==> src/shared/osctrm_pkg.sv <==
// Purpose: Constants and carrier types for the oscillator trim control block
// Assumes: 8-bit processor data bus, 16-bit memory address
// Notes:   One register, trim code in the low six bits
package osctrm_pkg;
	// ==========================================================
	// Register map
	localparam logic [15:0] CLOCK_TRIM_CONTROL_ADDR = 16'hFFED;
	localparam logic [7:0]  CLOCK_TRIM_RESET        = 8'h20;
	localparam int          TRIM_W                  = 6;
	localparam int          DATA_W                  = 8;
	localparam logic [5:0]  TRIM_MIDPOINT           = 6'h20;
	localparam logic [1:0]  UPPER_READ_VALUE        = 2'h0;
	localparam logic [7:0]  RDATA_IDLE              = 8'h00;
	// Step size in thousandths of a percent per code
	localparam int          TRIM_STEP_MILLIPCT      = 125;
	localparam int          TRIM_MIN_MILLIPCT       = -4000;

	// ==========================================================
	// Processor access carrier
	typedef struct packed {
		logic [15:0] addr;
		logic [7:0]  wdata;
		logic        wr;
		logic        rd;
	} osctrm_bus_s;
endpackage

==> src/hw/osctrm_top.sv <==
// Purpose: Trim register driving the internal oscillator correction code
// Assumes: Single-cycle processor reads and writes on clk_sys_in
// Notes:   Read data is registered, valid one clock after the read strobe
`timescale 1ns/1ps

module osctrm_top
(
	input  wire logic                   clk_sys_in,
	input  wire logic                   rstn_in,
	input  wire osctrm_pkg::osctrm_bus_s bus_in,
	output logic [7:0]                  rdata_out,
	output logic [5:0]                  trim_code_out
);

	// ==========================================================
	// Decode
	// The bus runs on this clock, so no synchroniser sits in front of it.
	// Only one address is decoded; everything else is silently ignored.
	logic [osctrm_pkg::TRIM_W-1:0] trim_code;
	logic [osctrm_pkg::DATA_W-1:0] rdata;
	wire                           hit;
	wire                           wr_hit;
	wire                           rd_hit;
	wire                           wr_miss;
	wire                           rd_miss;
	wire [osctrm_pkg::TRIM_W-1:0] wr_code;
	wire [osctrm_pkg::DATA_W-1:0] read_word;
	wire [osctrm_pkg::DATA_W-1:0] next_rdata;

	assign hit     = (bus_in.addr == osctrm_pkg::CLOCK_TRIM_CONTROL_ADDR);
	assign wr_hit  = hit && bus_in.wr;
	assign rd_hit  = hit && bus_in.rd;
	assign wr_miss = !hit && bus_in.wr;
	assign rd_miss = !hit && bus_in.rd;

	// Upper two bits are dropped on write and read back as zero
	assign wr_code    = bus_in.wdata[osctrm_pkg::TRIM_W-1:0];
	assign read_word  = {osctrm_pkg::UPPER_READ_VALUE, trim_code};

	// Idle value between reads keeps a stale byte off the bus
	assign next_rdata = rd_hit ? read_word : osctrm_pkg::RDATA_IDLE;

	// ==========================================================
	// Trim register
	// The code is a plain unsigned index: each step is one eighth percent,
	// zero is the most negative setting, so the oscillator sees it directly.
	// No clamping or signed offset is applied here; software owns the loop.
	// One cell per code bit, each reset to its own slice of the midpoint.
	genvar bit_idx;
	generate
		for (bit_idx = 0; bit_idx < osctrm_pkg::TRIM_W; bit_idx++)
		begin : g_trim_bit
			osctrm_trim_bit
			#(
				.RESET_BIT (osctrm_pkg::TRIM_MIDPOINT[bit_idx])
			)
			u_cell
			(
				.clk_sys_in (clk_sys_in),
				.rstn_in    (rstn_in),
				.load_in    (wr_hit),
				.d_in       (wr_code[bit_idx]),
				.q_out      (trim_code[bit_idx])
			);
		end
	endgenerate

	// ==========================================================
	// Read data
	// Registered so the output comes from a flop; costs one clock of latency.
	always_ff @(posedge clk_sys_in or negedge rstn_in)
	begin
		if (!rstn_in)
		begin
			rdata <= osctrm_pkg::RDATA_IDLE;
		end
		else
		begin
			rdata <= next_rdata;
		end
	end

	// ==========================================================
	// Outputs
	// Both are plain flop outputs; the oscillator sees no decode glitches.
	assign trim_code_out = trim_code;
	assign rdata_out     = rdata;

	// ==========================================================
	// Checks
	a_write_reaches_trim: assert property (@(posedge clk_sys_in) disable iff (!rstn_in)
		wr_hit |=> trim_code_out == $past(wr_code))
		else $error("trim output did not follow write");

	a_trim_holds_idle: assert property (@(posedge clk_sys_in) disable iff (!rstn_in)
		!wr_hit |=> $stable(trim_code_out))
		else $error("trim changed without write");

	a_read_upper_zero: assert property (@(posedge clk_sys_in) disable iff (!rstn_in)
		rd_hit |=> rdata_out == {osctrm_pkg::UPPER_READ_VALUE, $past(trim_code_out)})
		else $error("read value wrong");

	a_reset_midpoint: assert property (@(posedge clk_sys_in)
		$rose(rstn_in) |-> trim_code_out == osctrm_pkg::TRIM_MIDPOINT)
		else $error("reset code not midpoint");

	a_read_idle_zero: assert property (@(posedge clk_sys_in) disable iff (!rstn_in)
		!rd_hit |=> rdata_out == osctrm_pkg::RDATA_IDLE)
		else $error("read data not idle without read");

	a_miss_write_ignored: assert property (@(posedge clk_sys_in) disable iff (!rstn_in)
		wr_miss |=> $stable(trim_code_out))
		else $error("write to other address changed trim");

	a_miss_read_idle: assert property (@(posedge clk_sys_in) disable iff (!rstn_in)
		rd_miss |=> rdata_out == osctrm_pkg::RDATA_IDLE)
		else $error("read of other address returned data");

	a_rdata_upper_clear: assert property (@(posedge clk_sys_in) disable iff (!rstn_in)
		rdata_out[osctrm_pkg::DATA_W-1:osctrm_pkg::TRIM_W] == osctrm_pkg::UPPER_READ_VALUE)
		else $error("read data upper bits set");
endmodule

// ==========================================================
// Trim code bit cell
// Holds one bit of the trim code; loads on a decoded write.
module osctrm_trim_bit
#(
	parameter logic RESET_BIT = 1'h0
)
(
	input  wire logic clk_sys_in,
	input  wire logic rstn_in,
	input  wire logic load_in,
	input  wire logic d_in,
	output logic      q_out
);

	logic bit_q;
	wire  next_bit_q;

	assign next_bit_q = load_in ? d_in : bit_q;

	always_ff @(posedge clk_sys_in or negedge rstn_in)
	begin
		if (!rstn_in)
		begin
			bit_q <= RESET_BIT;
		end
		else
		begin
			bit_q <= next_bit_q;
		end
	end

	assign q_out = bit_q;
endmodule

==> config.mk <==
export PLATFORM = sky130hd
export DESIGN_NAME = osctrm_top
export DESIGN_NICKNAME = d
export VERILOG_FILES = /design/src/shared/osctrm_pkg.sv /design/src/hw/osctrm_top.sv
export SDC_FILE = /design/constraint.sdc
export NUM_CORES = 1
export LEC_CHECK = 0
export BUFFER_PORTS_ARGS = -buffer_cell sky130_fd_sc_hd__buf_2
export CELL_PAD_IN_SITES_DETAIL_PLACEMENT = 0
export CELL_PAD_IN_SITES_GLOBAL_PLACEMENT = 1
export CORE_ASPECT_RATIO = 1.2
export CORE_UTILIZATION = 26
export DETAILED_ROUTE_END_ITERATION = 6
export PLACE_DENSITY_LB_ADDON = 0.2
export SYNTH_ARGS = -nofsm -noshare
export SYNTH_HDL_FRONTEND = slang
export SYNTH_HIERARCHICAL = 1
export SYNTH_SLANG_ARGS = --single-unit
==> constraint.sdc <==
create_clock -name clk_sys_in -period 1 [get_ports clk_sys_in]
set_clock_uncertainty 0.1 [all_clocks]
set_input_delay 0.2 -clock clk_sys_in [delete_from_list [all_inputs] [get_ports clk_sys_in]]
set_output_delay 0.2 -clock clk_sys_in [all_outputs]
set_load 0.005 [all_outputs]
==> qor.yml <==
timing:
  rsz0062_at_grt: "yes"
  period_share: 1.31
  hold_viol: 0
  fmax_mhz: 765
  drv_slew: 0
  min_period_ns: 1.31
  fin_ws_ns: -0.307
  setup-violations-final: 20
clocking:
  cts_tree: "built"
  clock-sinks: 12
  h-tree-depth: 1
  clk_path_buf_depth: 2
  clkLatencyLatePin_ns: 0.26
  path_clk_slew_ns: 0.07
  cts_buffers: 3
  cts-root-buf: "clkbuf_4"
critical_path:
  worst-path-buf-inv: 1
  reg2reg_from: "g_trim_bit[2].u_cell/q_out"
  critPathSlowestCell: "nor4_4"
  critical_path.max_stage_delay_ns: 0.31
  critPathCaptureType: "flop"
  rrSetupSlack_ns: 0.01
  path_class: "input port to flop"
  cpLargestDelayFamily: "simple AND/OR/NAND/NOR gates"
  crit_path_start_kind: "input port"
  cp_max_fo: 6
  r2r_cells: 2
  arrival_ns: 1.36
  r2r-end: "g_trim_bit[2].u_cell/q_out"
  required_ns: 1.05
  crit_chain: "buf_6 > nand4b_1 > nor4_4 > and2_4 > mux2_4"
global_route:
  overflow: 0
  first_global_vias: 422
  grt_use_total: 0.102
  antenna_found_initial: 0
  grt_max_degree: 13
  grt_pass1_wl_mm: 1.61
yosys:
  synthAdderAreaFrac: 0
  netlist_area_um2: 498
  synth.area.mux_share: 0.181
  syn-instance-count: 33
  ys_seq_elements: 12
  synth_compound_area_frac: 0
  ys_warn_count: 6
  synth_xor_area_frac: 0
  synth_cell_types: 10
  syn_avg_cell_area_um2: 15.1
  synthSimpleGateAreaFrac: 0.176
  synth_top_family_by_area: "multiplexers"
  ys_seq_area_frac: 0.606
run_status:
  outcome: "complete, but fails checks"
  failed_checks: "setup timing"
worst_hold_path:
  whs_path_depth: 2
  worstHoldStart: "bus_in[7]"
  min_to: "g_trim_bit[5].u_cell/q_out"
  hold_class: "input port to flop"
layout:
  syn2layout_area_growth_pct: 63.3
  nets: 109
  finish.utilization: 0.472
  diodes: 0
  drive_gt1_frac: 0.713
power_and_ir_drop:
  p_per_area_mw_per_mm2: 1140
  share_comb_of_total_power: 0.076
  ir_worst_vdd_mv: 0.356
  seqPwrFrac: 0.522
  p_switching_uw: 180
  internal_power_uw: 748
  clkPwrFrac: 0.402
  p_leak_uw: 0.000489
  switching_share: 0.194
  total_power_uw: 929
floorplanning:
  row_count: 16
  core-area_mm2: 0.00172
  io_pins: 42
  die_h_um: 49.9
  dieArea_mm2: 0.00209
  start_util: 0.289
  die_w_um: 42.0
detailed_routing:
  viasPerCell: 4.34
  dr_total_vias: 425
  drcViolationCount: 0
  detail_route.iter0.violations: 0
  firstDrtPassIters: 1
  wl_um: 972
  wire_per_inst_um: 9.92
  antenna_left: 0
placement:
  portBuffers: 37
  place_ws_ns: -0.599
  place.gp.congestion: 0.652
flow_run:
  drv_cap: 0
==> what timing repair did <==
| item | 4_1_cts | 5_1_grt |
|---|---|---|
| endpoints found under the hold margin | 12 | 0 |
| endpoints found under the setup margin | 20 | 24 |
| buffers inserted | 6 | 0 |
| hold buffers | 1 | 0 |
| gates resized for setup | 2 | 1 |
==> synth_stat cells <==
master / number / area [um^2]
conb_1: 1 / 3.75
and3_1: 6 / 37.5
buf_4: 2 / 15.0
nand4_1: 2 / 12.5
dfstp_2: 1 / 26.3
nand4b_1: 2 / 17.5
mux2_4: 6 / 90.1
dfrtp_1: 11 / 275
and2_2: 1 / 7.51
nor4_2: 1 / 12.5
==> power groups by stage <==
stage | logic [uW] | clock network, uW | registers (uW)
final | 70.7 | 373 | 485
after global routing | 80.4 | 402 | 485
after CTS | 72.7 | 382 | 485
after detailed placement | 67.1 | 0 | 495
after global placement | 66.0 | 0 | 495
after floorplan | 14.1 | 0 | 495
==> worst max-delay path by stage <==
| stage | start | to | slack, ns | depth (start not counted) |
|---|---|---|---|---|
| 2_1_floorplan | bus_in[14] | g_trim_bit[0].u_cell/q_out | -0.53 | 4 |
| 3_3_place_gp | bus_in[14] | g_trim_bit[3].u_cell/q_out | -0.57 | 5 |
| 3_5_place_dp | bus_in[14] | g_trim_bit[2].u_cell/q_out | -0.60 | 5 |
| 4_1_cts | bus_in[14] | g_trim_bit[2].u_cell/q_out | -0.30 | 5 |
| 5_1_grt | bus_in[14] | g_trim_bit[4].u_cell/q_out | -0.35 | 5 |
| 6_report | bus_in[14] | g_trim_bit[4].u_cell/q_out | -0.31 | 5 |
==> layout by cell type (no fill, tap or decap) <==
cell,instances
and3_4,1
dlygate4sd3_1,1
mux2_4,6
and2_4,1
conb_1,2
nor4_4,1
dfstp_2,1
dfrtp_1,11
clkbuf_8,1
nand4_1,2
clkbuf_4,3
nand4b_1,2
buf_4,6
buf_6,2
and3_1,5
buf_2,35
==> stage by stage <==
stage                     setup TNS [ns]  cell area [um^2]  instances  hold slack [ns]
after floorplan                    -3.79               512         34           -0.196
after global placement             -5.02               712         88          -0.0200
after detailed placement           -5.24               712         88          -0.0165
after CTS                          -2.68               807         98           0.0530
after global routing               -3.62               813         98           0.0632
final                              -2.60               813         98           0.0614
==> logic make-up (layout without fill, tap and decap cells) <==
family        after synthesis  after routing
simple gates               12             12
flops                      12             12
other cells                 1              2
mux                         6              6
buf+inv                     2             48
==> flip-flops by register name, summed over array words and instances, names as in the netlist <==
name,count
rdata_out,6
g_trim_bit.u_cell/q_out,6
==> layer usage <==
layer / track usage / vias up / share of wire
li1: - / 211 / -
met1: 0.105 / 187 / 0.36
met2: 0.195 / 27 / 0.56
met3: 0.0256 / 0 / 0.080
met4: 0.0323 / 0 / 0
met5: 0 / - / 0
==> worst reg2reg max path, stage by stage (launching register included) <==
cell     delay [ns]
dfrtp_1        0.38
buf_4          0.14
mux2_4         0.26
==> cell type report <==
class,instances,area [um^2]
sequential,12,302
fill,165,908
timing repair buffer,44,253
clock buffer,4,36.3
multi-input combinational,20,200
tap,18,22.5
No activity file was read; power rests on OpenSTA's default activity.
